--- src/scdd_map.svh ---
/*
 * Constants of the sample clock delay and detect register block: register
 * indices, field positions, reset values, mode codes and timing counts.
 * Assumes it is included by bare name from packages and modules alike.
 */
`ifndef SCDD_MAP_SVH
`define SCDD_MAP_SVH

// ****************************************************************
// Register indices (byte address is four times the index)
// ****************************************************************
`define SCDD_IDX_SUPERFINE      10'h111
`define SCDD_IDX_FINE           10'h112
`define SCDD_IDX_STATUS         10'h11B
`define SCDD_IDX_STAB_CTRL      10'h11C
`define SCDD_ADDR_W             12

// ****************************************************************
// Field positions and reset values
// ****************************************************************
`define SCDD_BIT_CLK_DETECT     0
`define SCDD_BIT_STAB_EN        1
`define SCDD_RST_SUPERFINE      8'h00
`define SCDD_RST_FINE           8'hC0
`define SCDD_RST_STATUS         8'h00
`define SCDD_RST_STAB_CTRL      8'h02

// ****************************************************************
// Delay mode codes and code limits
// ****************************************************************
`define SCDD_MODE_FINE_NARROW   3'h2
`define SCDD_MODE_FINE_LOWJIT   3'h3
`define SCDD_MODE_FINE_WIDE     3'h4
`define SCDD_MODE_FINE_SUPER    3'h6
`define SCDD_FINE_MAX           8'hC0
`define SCDD_FINE_NARROW_MAX    8'h10

// ****************************************************************
// Step sizes and timing
// ****************************************************************
`define SCDD_SUPERFINE_STEP_FS  250
`define SCDD_FINE_STEP_FS       1725
`define SCDD_CLK_MHZ            50
`define SCDD_DETECT_QUAL_NS     1000
`define SCDD_DETECT_QUAL_CYC    ((`SCDD_DETECT_QUAL_NS * `SCDD_CLK_MHZ) / 1000)

`endif

--- src/scdd_pkg.sv ---
/*
 * Types of the sample clock delay and detect register block.
 * Assumes scdd_map.svh is on the include path.
 */
package scdd_pkg;

    // ****************************************************************
    // Clock detect qualifier states, Gray coded along lost-qual-locked
    // ****************************************************************
    typedef enum logic [1:0] {
        SCDD_DET_LOST   = 2'b00,
        SCDD_DET_QUAL   = 2'b01,
        SCDD_DET_LOCKED = 2'b11
    } scdd_det_state_t;

    // ****************************************************************
    // State of the register block
    // ****************************************************************
    typedef struct packed {
        logic [7:0]      superfine;
        logic [7:0]      fine;
        logic            stab_en;
        scdd_det_state_t det;
        logic [15:0]     det_cnt;
        logic [31:0]     prdata;
        logic            pslverr;
    } scdd_regs_t;

    // ****************************************************************
    // State of the delay apply stage
    // ****************************************************************
    typedef struct packed {
        logic [7:0] superfine_eff;
        logic [7:0] fine_eff;
        logic       superfine_on;
        logic       fine_on;
    } scdd_apply_t;

endpackage

--- src/scdd_dly_if.sv ---
/*
 * Carrier between the register block and the delay apply stage.
 * Assumes both ends run on the same clock.
 */
`timescale 1ns/1ps

interface scdd_dly_if;
    logic [2:0] mode;
    logic [7:0] superfine_code;
    logic [7:0] fine_code;
    logic [7:0] superfine_eff;
    logic [7:0] fine_eff;
    logic       superfine_on;
    logic       fine_on;

    modport ctrl (output mode, output superfine_code, output fine_code,
                  input superfine_eff, input fine_eff, input superfine_on, input fine_on);
    modport apply (input mode, input superfine_code, input fine_code,
                   output superfine_eff, output fine_eff, output superfine_on, output fine_on);
endinterface

--- src/scdd_delay_apply.sv ---
/*
 * Delay apply stage: decides from the delay mode which codes reach the
 * analog delay line and limits the fine code to the range that mode allows.
 * Assumes mode and codes are synchronous to pclk.
 */
`timescale 1ns/1ps
`include "scdd_map.svh"

module scdd_delay_apply #(
    parameter logic [7:0] FINE_MAX        = `SCDD_FINE_MAX,
    parameter logic [7:0] FINE_NARROW_MAX = `SCDD_FINE_NARROW_MAX
) (
    // Clock and reset
    input wire logic         pclk,
    input wire logic         presetn,
    // Codes in, applied codes out
    scdd_dly_if.apply        dly
);

    // ****************************************************************
    // Elaboration checks
    // ****************************************************************
    if (FINE_NARROW_MAX > FINE_MAX) begin : g_bad_limits
        $error("Narrow fine limit exceeds full fine limit.");
    end

    // ****************************************************************
    // Mode decoding
    // ****************************************************************
    function automatic logic superfine_mode(input logic [2:0] m);
        return (m == `SCDD_MODE_FINE_NARROW) || (m == `SCDD_MODE_FINE_SUPER);
    endfunction

    function automatic logic narrow_mode(input logic [2:0] m);
        return (m == `SCDD_MODE_FINE_NARROW) || (m == `SCDD_MODE_FINE_LOWJIT);
    endfunction

    function automatic logic fine_mode(input logic [2:0] m);
        return narrow_mode(m) || (m == `SCDD_MODE_FINE_WIDE) || (m == `SCDD_MODE_FINE_SUPER);
    endfunction

    scdd_pkg::scdd_apply_t state;
    scdd_pkg::scdd_apply_t next_state;

    // Codes outside the active modes are forced to zero so the delay line
    // never sees a stale step count when the mode changes.
    always_comb begin
        logic [7:0] limit;
        limit = FINE_MAX;
        next_state = state;
        if (narrow_mode(dly.mode)) begin
            limit = FINE_NARROW_MAX;
        end
        next_state.superfine_on  = superfine_mode(dly.mode);
        next_state.superfine_eff = superfine_mode(dly.mode) ? dly.superfine_code : 8'h00;
        next_state.fine_on       = fine_mode(dly.mode);
        if (!fine_mode(dly.mode)) begin
            next_state.fine_eff = 8'h00;
        end else if (dly.fine_code > limit) begin
            next_state.fine_eff = limit;
        end else begin
            next_state.fine_eff = dly.fine_code;
        end
    end

    // State register.
    always_ff @(posedge pclk or negedge presetn) begin
        if (!presetn) begin
            state <= '0;
        end else begin
            state <= next_state;
        end
    end

    assign dly.superfine_eff = state.superfine_eff;
    assign dly.fine_eff      = state.fine_eff;
    assign dly.superfine_on  = state.superfine_on;
    assign dly.fine_on       = state.fine_on;

endmodule

--- src/scdd_clock_regs.sv ---
/*
 * Sample clock delay and detect register block with an APB slave.
 * Holds the superfine and fine delay codes, the clock detect status and
 * the first duty cycle stabilizer control, and drives the delay line codes.
 * Assumes the delay mode field and the raw clock present level come from
 * neighbouring logic synchronous to pclk.
 */
// Register access over APB was chosen for this implementation.
// Overview of operation
// - Superfine code is 8 bits unsigned, 0.25 ps per step, code equals steps.
// - Superfine code is applied only in delay modes 010 and 110.
// - Fine code is 8 bits unsigned, 1.725 ps of skew per step.
// - Fine code is applied only in delay modes 2, 3, 4 and 6.
// - Fine code resets to 0xC0, the maximum of 192 steps.
// - Status bit 0 reads 1 when the input clock is detected, resets 0.
// - Modes 010 and 011 allow fine codes 0 to 16; modes 100, 110 all 192.
`timescale 1ns/1ps
`include "scdd_map.svh"

module scdd_clock_regs #(
    parameter int unsigned DETECT_QUAL_CYC = `SCDD_DETECT_QUAL_CYC
) (
    // Clock and reset
    input  wire logic                    pclk,
    input  wire logic                    presetn,
    // APB slave
    input  wire logic                    psel,
    input  wire logic                    penable,
    input  wire logic                    pwrite,
    input  wire logic [`SCDD_ADDR_W-1:0] paddr,
    input  wire logic [31:0]             pwdata,
    input  wire logic [3:0]              pstrb,
    output wire logic [31:0]             prdata,
    output wire logic                    pready,
    output wire logic                    pslverr,
    // Neighbouring control and analog status
    input  wire logic [2:0]              delay_mode_sel,
    input  wire logic                    input_clock_present,
    // Clock path controls
    output wire logic [7:0]              superfine_delay_code,
    output wire logic [7:0]              fine_delay_code,
    output wire logic                    superfine_delay_active,
    output wire logic                    fine_delay_active,
    output wire logic                    stabilizer_first_enable,
    output wire logic                    input_clock_detected
);

    // ****************************************************************
    // Elaboration checks
    // ****************************************************************
    if (DETECT_QUAL_CYC < 1 || DETECT_QUAL_CYC > 65535) begin : g_bad_qual
        $error("Clock detect qualification count must be 1 to 65535.");
    end

    localparam logic [15:0] QUAL_LAST = 16'(DETECT_QUAL_CYC - 1);

    localparam logic [`SCDD_ADDR_W-1:0] ADDR_SUPERFINE = {`SCDD_IDX_SUPERFINE, 2'b00};
    localparam logic [`SCDD_ADDR_W-1:0] ADDR_FINE      = {`SCDD_IDX_FINE, 2'b00};
    localparam logic [`SCDD_ADDR_W-1:0] ADDR_STATUS    = {`SCDD_IDX_STATUS, 2'b00};
    localparam logic [`SCDD_ADDR_W-1:0] ADDR_STAB_CTRL = {`SCDD_IDX_STAB_CTRL, 2'b00};

    // ****************************************************************
    // Address decoding
    // ****************************************************************
    function automatic logic addr_mapped(input logic [`SCDD_ADDR_W-1:0] a);
        return (a == ADDR_SUPERFINE) || (a == ADDR_FINE) || (a == ADDR_STATUS) || (a == ADDR_STAB_CTRL);
    endfunction

    scdd_pkg::scdd_regs_t state;
    scdd_pkg::scdd_regs_t next_state;
    scdd_dly_if           dly ();

    logic setup_phase;
    logic access_phase;
    logic wr_lane0;
    logic clk_detected;

    assign setup_phase  = psel && !penable;
    assign access_phase = psel && penable;
    assign wr_lane0     = access_phase && pwrite && pstrb[0] && addr_mapped(paddr);
    assign clk_detected = (state.det == scdd_pkg::SCDD_DET_LOCKED);

    // ****************************************************************
    // Next state
    // ****************************************************************
    // Read data and the error answer are captured in the setup cycle, so the
    // access cycle can answer at once from flip-flops with no wait state.
    always_comb begin
        next_state = state;

        // Clock detect qualifier: the raw level must stay high for the whole
        // qualification time, which filters glitches while the clock starts.
        unique case (state.det)
            scdd_pkg::SCDD_DET_LOST: begin
                next_state.det_cnt = 16'h0000;
                if (input_clock_present) begin
                    next_state.det = scdd_pkg::SCDD_DET_QUAL;
                end
            end
            scdd_pkg::SCDD_DET_QUAL: begin
                if (!input_clock_present) begin
                    next_state.det = scdd_pkg::SCDD_DET_LOST;
                end else if (state.det_cnt >= QUAL_LAST) begin
                    next_state.det = scdd_pkg::SCDD_DET_LOCKED;
                end else begin
                    next_state.det_cnt = state.det_cnt + 16'h0001;
                end
            end
            scdd_pkg::SCDD_DET_LOCKED: begin
                if (!input_clock_present) begin
                    next_state.det = scdd_pkg::SCDD_DET_LOST;
                end
            end
            default: begin
                next_state.det = scdd_pkg::SCDD_DET_LOST;
            end
        endcase

        // Register writes take effect in the access cycle only.
        if (wr_lane0) begin
            unique case (paddr)
                ADDR_SUPERFINE: next_state.superfine = pwdata[7:0];
                ADDR_FINE:      next_state.fine = pwdata[7:0];
                ADDR_STAB_CTRL: next_state.stab_en = pwdata[`SCDD_BIT_STAB_EN];
                default:        next_state.fine = state.fine;
            endcase
        end

        // Read data capture; reserved bits read as zero.
        if (setup_phase) begin
            next_state.prdata  = 32'h0000_0000;
            next_state.pslverr = !addr_mapped(paddr);
            if (!pwrite) begin
                unique case (paddr)
                    ADDR_SUPERFINE: next_state.prdata[7:0] = state.superfine;
                    ADDR_FINE:      next_state.prdata[7:0] = state.fine;
                    ADDR_STATUS:    next_state.prdata[`SCDD_BIT_CLK_DETECT] = clk_detected;
                    ADDR_STAB_CTRL: next_state.prdata[`SCDD_BIT_STAB_EN] = state.stab_en;
                    default:        next_state.prdata = 32'h0000_0000;
                endcase
            end
        end
    end

    // ****************************************************************
    // State register
    // ****************************************************************
    always_ff @(posedge pclk or negedge presetn) begin
        if (!presetn) begin
            state           <= '0;
            state.superfine <= `SCDD_RST_SUPERFINE;
            state.fine      <= `SCDD_RST_FINE;
            state.stab_en   <= 1'(`SCDD_RST_STAB_CTRL >> `SCDD_BIT_STAB_EN);
            state.det       <= scdd_pkg::SCDD_DET_LOST;
        end else begin
            state <= next_state;
        end
    end

    // ****************************************************************
    // Delay apply stage
    // ****************************************************************
    // Codes above the range software should use are limited in the apply
    // stage rather than refused, so a readback still shows what was written.
    assign dly.mode           = delay_mode_sel;
    assign dly.superfine_code = state.superfine;
    assign dly.fine_code      = state.fine;

    scdd_delay_apply #(
        .FINE_MAX        (`SCDD_FINE_MAX),
        .FINE_NARROW_MAX (`SCDD_FINE_NARROW_MAX)
    ) scdd_delay_apply_inst (
        .pclk    (pclk),
        .presetn (presetn),
        .dly     (dly.apply)
    );

    // ****************************************************************
    // Outputs
    // ****************************************************************
    assign prdata                  = state.prdata;
    assign pslverr                 = state.pslverr && access_phase;
    assign pready                  = 1'b1;
    assign superfine_delay_code    = dly.superfine_eff;
    assign fine_delay_code         = dly.fine_eff;
    assign superfine_delay_active  = dly.superfine_on;
    assign fine_delay_active       = dly.fine_on;
    assign stabilizer_first_enable = state.stab_en;
    assign input_clock_detected    = clk_detected;

endmodule

--- config.mk ---
export PLATFORM = sky130hd
export DESIGN_NAME = scdd_clock_regs
export DESIGN_NICKNAME = d
export VERILOG_FILES = /design/src/scdd_pkg.sv /design/src/scdd_dly_if.sv /design/src/scdd_delay_apply.sv /design/src/scdd_clock_regs.sv
export VERILOG_INCLUDE_DIRS = /design/src
export SDC_FILE = /design/constraint.sdc
export NUM_CORES = 1
export LEC_CHECK = 0
export ABC_AREA = 1
export BUFFER_PORTS_ARGS = -buffer_cell sky130_fd_sc_hd__buf_2
export CORE_MARGIN = 4
export CORE_UTILIZATION = 54
export CTS_CLUSTER_DIAMETER = 100
export DETAILED_ROUTE_END_ITERATION = 12
export GPL_ROUTABILITY_DRIVEN = 0
export HOLD_SLACK_MARGIN = 0.06
export PLACE_DENSITY = 0.86
export SYNTH_ARGS = -nofsm -noshare
export SYNTH_HDL_FRONTEND = slang
export SYNTH_SLANG_ARGS = --single-unit
--- constraint.sdc ---
create_clock -name pclk -period 2.3 [get_ports pclk]
set_input_delay 0 -clock pclk [delete_from_list [all_inputs] [get_ports pclk]]
set_output_delay 0 -clock pclk [all_outputs]
set_load 0.01 [all_outputs]
==> results of run 1 <==
cells in the final DEF (no fill, tap or decap), types with 5 or more instances in the layout:
cell type and instances:
nand2_1 85, dfrtp_1 59, buf_2 58, inv_1 53, nor2_1 38, conb_1 25, nand3_1 17, dlygate4sd3_1 14
nand4_1 13, nor3_1 11, o21ai_2 9, clkbuf_8 9, o21ai_0 7, ha_1 6, nor2_2 5
worst reg2reg max path: stages, from the launching register on:
cell and delay [ns]:
dfstp_2 0.57, ha_1 0.27, a21oi_1 0.14, nand2_1 0.11
o21ai_0 0.19, inv_1 0.20, nor2_1 0.13, nor2_1 0.06
what timing repair did:
| action | 4_1_cts | 5_1_grt |
|---|---|---|
| hold buffers | 14 | 0 |
| endpoints found under the setup margin | 0 | 0 |
| endpoints found under the hold margin | 60 | 0 |
metrics by stage:
stage	utilization, %	instance area, µm²	worst slack, ns
2_1_floorplan	-	3240	0.797
3_3_place_gp	60.3	3360	0.678
3_5_place_dp	60.3	3360	0.607
4_1_cts	66.4	3700	0.562
5_1_grt	66.4	3700	0.297
6_report	66.4	3700	0.475
registers in the layout, summed over array words and instances, names as in the netlist:
signal / cells
scdd_delay_apply_inst.dly.superfine_on: 1
stabilizer_first_enable: 1
state: 19
scdd_delay_apply_inst.dly.fine_eff: 8
prdata: 8
dly.superfine_code: 8
scdd_delay_apply_inst.dly.fine_on: 1
dly.fine_code: 8
scdd_delay_apply_inst.dly.superfine_eff: 8
cell type report:
cell class | count | area [µm²]
fill | 443 | 1870
sequential | 62 | 1560
multi-input combinational | 239 | 1190
timing repair buffer | 73 | 450
inverter | 56 | 213
clock buffer | 10 | 128
tap | 72 | 90.1
clock inverter | 6 | 72.6
metal layers:
metal	vias up	track usage, %	wire [µm]
li1	1245	-	-
met1	1155	21.9	2740
met2	46	32.9	3460
met3	9	5.79	221
met4	0	7.77	99
met5	-	0	0
worst max-delay path by stage:
| stage | endpoint | slack, ns | cells past startpoint | start |
|---|---|---|---|---|
| 3_5_place_dp | scdd_delay_apply_inst.dly.fine_eff[7] | 0.61 | 7 | dly.fine_code[7] |
| 3_3_place_gp | scdd_delay_apply_inst.dly.fine_eff[7] | 0.68 | 7 | dly.fine_code[7] |
| 6_report | scdd_delay_apply_inst.dly.fine_eff[7] | 0.47 | 10 | delay_mode_sel[2] |
| 2_1_floorplan | scdd_delay_apply_inst.dly.fine_eff[6] | 0.80 | 7 | dly.fine_code[7] |
| 5_1_grt | scdd_delay_apply_inst.dly.fine_eff[7] | 0.30 | 10 | delay_mode_sel[2] |
| 4_1_cts | scdd_delay_apply_inst.dly.fine_eff[7] | 0.56 | 10 | delay_mode_sel[2] |
where the power goes:
| part | switching [mW] | leakage [nW] | internal [mW] | total [mW] |
|---|---|---|---|---|
| clock | 0.445 | 0.0966 | 0.507 | 0.953 |
| combinational | 0.134 | 1.12 | 0.0765 | 0.210 |
| sequential | 0.0202 | 0.844 | 1.11 | 1.13 |
| total | 0.599 | 2.06 | 1.69 | 2.29 |
kinds of logic (layout without fill, tap and decap cells):
family,after synthesis,in the layout,synth area share [%]
compound gates,25,25,5.32
xor+xnor,3,3,0.833
fa+ha+maj,6,6,2.38
buf+inv,92,145,15.5
flops,62,62,49.3
other cells,2,25,0.238
simple gates,180,180,26.4
==> qor.txt, run 1 <==
area leader, netlist: dfrtp_1
worst-path cell chain: dlygate4sd3_1, buf_2, nor2_1, ha_1, a21oi_1, nand2_1, o21ai_0, inv_1, nor2_1, nor2_1
Worst Clk Skew: 0.00996 ns
chip width: 84.4 µm
Die Height: 84.4 µm
startpoint types: primary input
nets: 504
CTS max path bufs: 2
largest net degree at the start of global routing: 33
clock-pin slew on the worst setup and hold paths: 0.07 ns
Starting Density: 56.6%
port buffer count: 58
Final Hold Violating Endpoints: 0
diodes inserted: 0
detailed placement HPWL: 4850 µm
synthesized area per cell: 8.53 µm²
CTS buffer count: 9
Max FO, Critical Path: 5
number of global-route vias before repair: 2449
Non-Filler Instances: 518
clock tree root buffer cell: clkbuf_8
CP Buf/Inv Count: 3
H-tree depth: 3
antenna violations before repair: 0
count of cell types in the netlist: 33
hold_sp: pstrb[0]
leakage power: 2.06 nW
share of the synthesized area in the top cell type: 46.8%
status: finished clean
Post-synth EDFFs: 0
Final Max Tran Viols: 0
asr flop ratio synth: 100%
worst hold slack: 0.101 ns
Top Ports: 111
proportion of layout cells with a drive suffix above 1: 23.3%
placed insts: 488
Tmin final: 1.83 ns
total core area: 5570 µm²
maximum VDD drop: 346 µV
delay-heaviest family, CP: buffers and inverters
Post-Syn Area: 3150 µm²
gr ovfl total: 0
register area share after synthesis: 49.3%
post-synthesis cell count: 370
Crit path required time: 2.53 ns
Ys Warns: 0
First-pass DRT Iterations: 4
RSZ-0062 raised after global routing: false
Critical Path AT: 2.05 ns
CTS resizes: 0
most common cell in the netlist: nand2_1
worst hold endpoint: stabilizer_first_enable
flop-to-flop setup slack: 0.52 ns
routed vias/inst: 4.74
CP max-delay cell: dlygate4sd3_1
# rows: 27
CP Class: primary input to register
Yosys reg bits: 62
drt drc: 0
clock latency on the worst-skew pair: 0.35 ns
cell count of the worst reg-to-reg path: 7
ys flop type: dfrtp_1
WL final: 6520 µm
Total Routing Usage GR: 19.0%
Worst-Margin Slew: 0.687 ns
Pwr Total: 2.29 mW
CTS Sinks: 62
Max Freq: 548 MHz
die area: 7130 µm²
CTS tree: yes
Routed Antenna Nets: 0
# setup viols final: 0
routed vias: 2455
worst r2r src: dly.fine_code[7]
Slew HR: 54.2%
HP Class: primary input to register
final period utilization: 79.4%
top cells by area, synth: dfrtp_1, nand2_1, buf_4
r2r endpoint: scdd_delay_apply_inst.dly.fine_eff[7]
area added between synthesis and finish: 17.4%
PwrDens: 619 nW/µm²
Setup TNS Final: 0 ns
Max-Cap Viols: 0
Most common cell on crit path: nor2_1
Synth top cells by count: nand2_1, dfrtp_1, inv_1, nor2_1, buf_4
WHS Path Cells: 5
slowest stage delay, CP: 0.53 ns
drt first-iter violations: 114
first-pass GRT wire length: 10800 µm
postcts setup bufs: 0
Crit. End Element: register
routed len/inst: 12.6 µm
No activity file was read; power rests on OpenSTA's default activity.
==> run 2: changes to the inputs <==
--- a/config.mk
+++ b/config.mk
@@ -9,12 +9,12 @@
 export ABC_AREA = 1
 export BUFFER_PORTS_ARGS = -buffer_cell sky130_fd_sc_hd__buf_2
 export CORE_MARGIN = 4
-export CORE_UTILIZATION = 54
+export CORE_UTILIZATION = 50
 export CTS_CLUSTER_DIAMETER = 100
 export DETAILED_ROUTE_END_ITERATION = 12
 export GPL_ROUTABILITY_DRIVEN = 0
 export HOLD_SLACK_MARGIN = 0.06
-export PLACE_DENSITY = 0.86
+export PLACE_DENSITY = 0.8
 export SYNTH_ARGS = -nofsm -noshare
 export SYNTH_HDL_FRONTEND = slang
 export SYNTH_SLANG_ARGS = --single-unit
==> constraint.sdc (replaced) <==
create_clock -name pclk -period 1.8 [get_ports pclk]
set_input_delay 0 -clock pclk [delete_from_list [all_inputs] [get_ports pclk]]
set_output_delay 0 -clock pclk [all_outputs]
set_load 0.01 [all_outputs]
==> run 2 against run 1 <==
Worst setup slack worse by 0.34 ns. Critical endpoint unchanged. Final cell count is 0.77% higher. Clock power up 37%. Flip-flop and latch count did not move. Design area rose by 0.88%. Largest cell class unchanged. Highest routed layer unchanged. Critical path depth did not move.
==> qor.txt, run 2 (synthesis results as in run 1) <==
status: finished clean (unchanged)
Crit path required time: 2.02 ns (was 2.53 ns)
number of global-route vias before repair: 2481 (was 2449)
die area: 7640 µm² (was 7130 µm²)
detailed placement HPWL: 4980 µm (was 4850 µm)
gr ovfl total: 0 (unchanged)
slowest stage delay, CP: 0.56 ns (was 0.53 ns)
H-tree depth: 3 (unchanged)
Max FO, Critical Path: 5 (unchanged)
# rows: 28 (was 27)
routed vias/inst: 4.81 (was 4.74)
Critical Path AT: 1.88 ns (was 2.05 ns)
clock-pin slew on the worst setup and hold paths: 0.07 ns (about the same)
delay-heaviest family, CP: buffers and inverters (unchanged)
maximum VDD drop: 535 µV (was 346 µV)
Top Ports: 111 (unchanged)
proportion of layout cells with a drive suffix above 1: 23.9% (was 23.3%)
flop-to-flop setup slack: 0.16 ns (was 0.52 ns)
drt drc: 0 (unchanged)
postcts setup bufs: 0 (unchanged)
routed len/inst: 12.8 µm (was 12.6 µm)
Worst-Margin Slew: 0.591 ns (was 0.687 ns)
area added between synthesis and finish: 18.4% (was 17.4%)
Setup TNS Final: 0 ns (unchanged)
clock latency on the worst-skew pair: 0.34 ns (was 0.35 ns)
Die Height: 87.4 µm (was 84.4 µm)
HP Class: primary input to register (unchanged)
CP max-delay cell: dlygate4sd3_1 (unchanged)
Crit. End Element: register (unchanged)
antenna violations before repair: 0 (unchanged)
Starting Density: 52.3% (was 56.6%)
r2r endpoint: scdd_delay_apply_inst.dly.fine_eff[7] (unchanged)
First-pass DRT Iterations: 5 (was 4)
Pwr Total: 3.02 mW (was 2.29 mW)
Final Max Tran Viols: 0 (unchanged)
Worst Clk Skew: 0.0101 ns (was 0.00996 ns)
CTS buffer count: 9 (unchanged)
first-pass GRT wire length: 11000 µm (was 10800 µm)
PwrDens: 809 nW/µm² (was 619 nW/µm²)
CTS max path bufs: 2 (unchanged)
Max-Cap Viols: 0 (unchanged)
startpoint types: primary input (unchanged)
routed vias: 2509 (was 2455)
Final Hold Violating Endpoints: 0 (unchanged)
commonest non-fill, non-tap cell in the layout: nand2_1 (unchanged)
Total Routing Usage GR: 18.9% (was 19.0%)
hold_sp: pstrb[0] (unchanged)
CTS tree: yes (unchanged)
cell count of the worst reg-to-reg path: 7 (unchanged)
port buffer count: 58 (unchanged)
nets: 505 (was 504)
max reg flops: 19 (unchanged)
leakage power: 2.08 nW (was 2.06 nW)
diodes inserted: 0 (unchanged)
worst r2r src: dly.fine_code[7] (unchanged)
CP Class: primary input to register (unchanged)
drt first-iter violations: 170 (was 114)
Tmin final: 1.67 ns
Slew HR: 60.6% (was 54.2%)
clock tree root buffer cell: clkbuf_8 (unchanged)
WL final: 6670 µm (was 6520 µm)
RSZ-0062 raised after global routing: false (unchanged)
CP Buf/Inv Count: 3 (unchanged)
# setup viols final: 0 (unchanged)
final period utilization: 92.5%
Most common cell on crit path: nor2_1 (unchanged)
largest net degree at the start of global routing: 38 (was 33)
most frequent cells in the layout: nand2_1, dfrtp_1, buf_2, inv_1, nor2_1 (unchanged)
CTS Sinks: 62 (unchanged)
total core area: 6030 µm² (was 5570 µm²)
Top reg by flops: state (unchanged)
chip width: 87.4 µm (was 84.4 µm)
worst-path cell chain: dlygate4sd3_1, buf_2, nor2_2, ha_1, a21oi_1, nand2_1, o21ai_1, inv_1, nor2_1, nor2_1 (was dlygate4sd3_1, buf_2, nor2_1, ha_1, a21oi_1, nand2_1, o21ai_0, inv_1, nor2_1, nor2_1)
Routed Antenna Nets: 0 (unchanged)
Max Freq: 600 MHz
WHS Path Cells: 5 (unchanged)
worst hold endpoint: stabilizer_first_enable (unchanged)
## run 2: per-stage QoR
stage / hold WS (ns) / std cells / setup slack, ns / instance area, µm² / utilization, %
2_1_floorplan: -0.296 / 393 / 0.297 / 3240 / -
3_3_place_gp: 0.0310 / 492 / 0.196 / 3370 / 56.0
3_5_place_dp: 0.0357 / 492 / 0.145 / 3370 / 56.0
4_1_cts: 0.0749 / 522 / 0.0979 / 3730 / 62.0
5_1_grt: 0.143 / 522 / 0.0303 / 3740 / 62.0
6_report: 0.0939 / 522 / 0.135 / 3740 / 62.0
## run 2: power by group
group          total [mW]  internal, mW  switching [mW]  leakage [nW]
Sequential           1.44          1.42          0.0252         0.844
Clock                1.31         0.786           0.522         0.115
Combinational       0.271        0.0995           0.171          1.12
Total                3.02          2.30           0.718          2.08
## run 2: worst reg2reg max path: stages (launching register included)
cell and delay, ns:
dfstp_2 0.57, ha_1 0.27, a21oi_1 0.14, nand2_1 0.10, o21ai_1 0.15, inv_1 0.14, nor2_1 0.11, nor2_1 0.05
## run 2: how the worst max path moves through the flow
stage	startpoint	to	slack, ns	cells past startpoint
floorplan	dly.fine_code[7]	scdd_delay_apply_inst.dly.fine_eff[6]	0.30	7
global placement	dly.fine_code[7]	scdd_delay_apply_inst.dly.fine_eff[7]	0.20	7
detailed placement	dly.fine_code[7]	scdd_delay_apply_inst.dly.fine_eff[7]	0.15	7
CTS	delay_mode_sel[2]	scdd_delay_apply_inst.dly.fine_eff[7]	0.1	10
global route	delay_mode_sel[2]	scdd_delay_apply_inst.dly.fine_eff[7]	0.03	10
finish	delay_mode_sel[2]	scdd_delay_apply_inst.dly.fine_eff[7]	0.13	10
## run 2: final cells by class
cell class,instances,area [µm²]
clock buffer,13,179
sequential,62,1560
inverter,56,213
timing repair buffer,74,458
clock inverter,3,40.0
fill,533,2290
multi-input combinational,239,1200
tap,75,93.8
## run 2: what timing repair did
item / CTS / global route
endpoints found under the setup margin: 0 / 5
gates resized for setup: 0 / 2
hold buffers: 14 / 0
endpoints found under the hold margin: 55 / 0
## run 2: metal layers
| layer | global-route usage [%] | up-vias | routed length, µm |
|---|---|---|---|
| met4 | 10.9 | 0 | 221 |
| met3 | 4.35 | 20 | 264 |
| met1 | 21.9 | 1186 | 2650 |
| li1 | - | 1243 | - |
| met2 | 31.8 | 60 | 3540 |
| met5 | 0 | - | 0 |
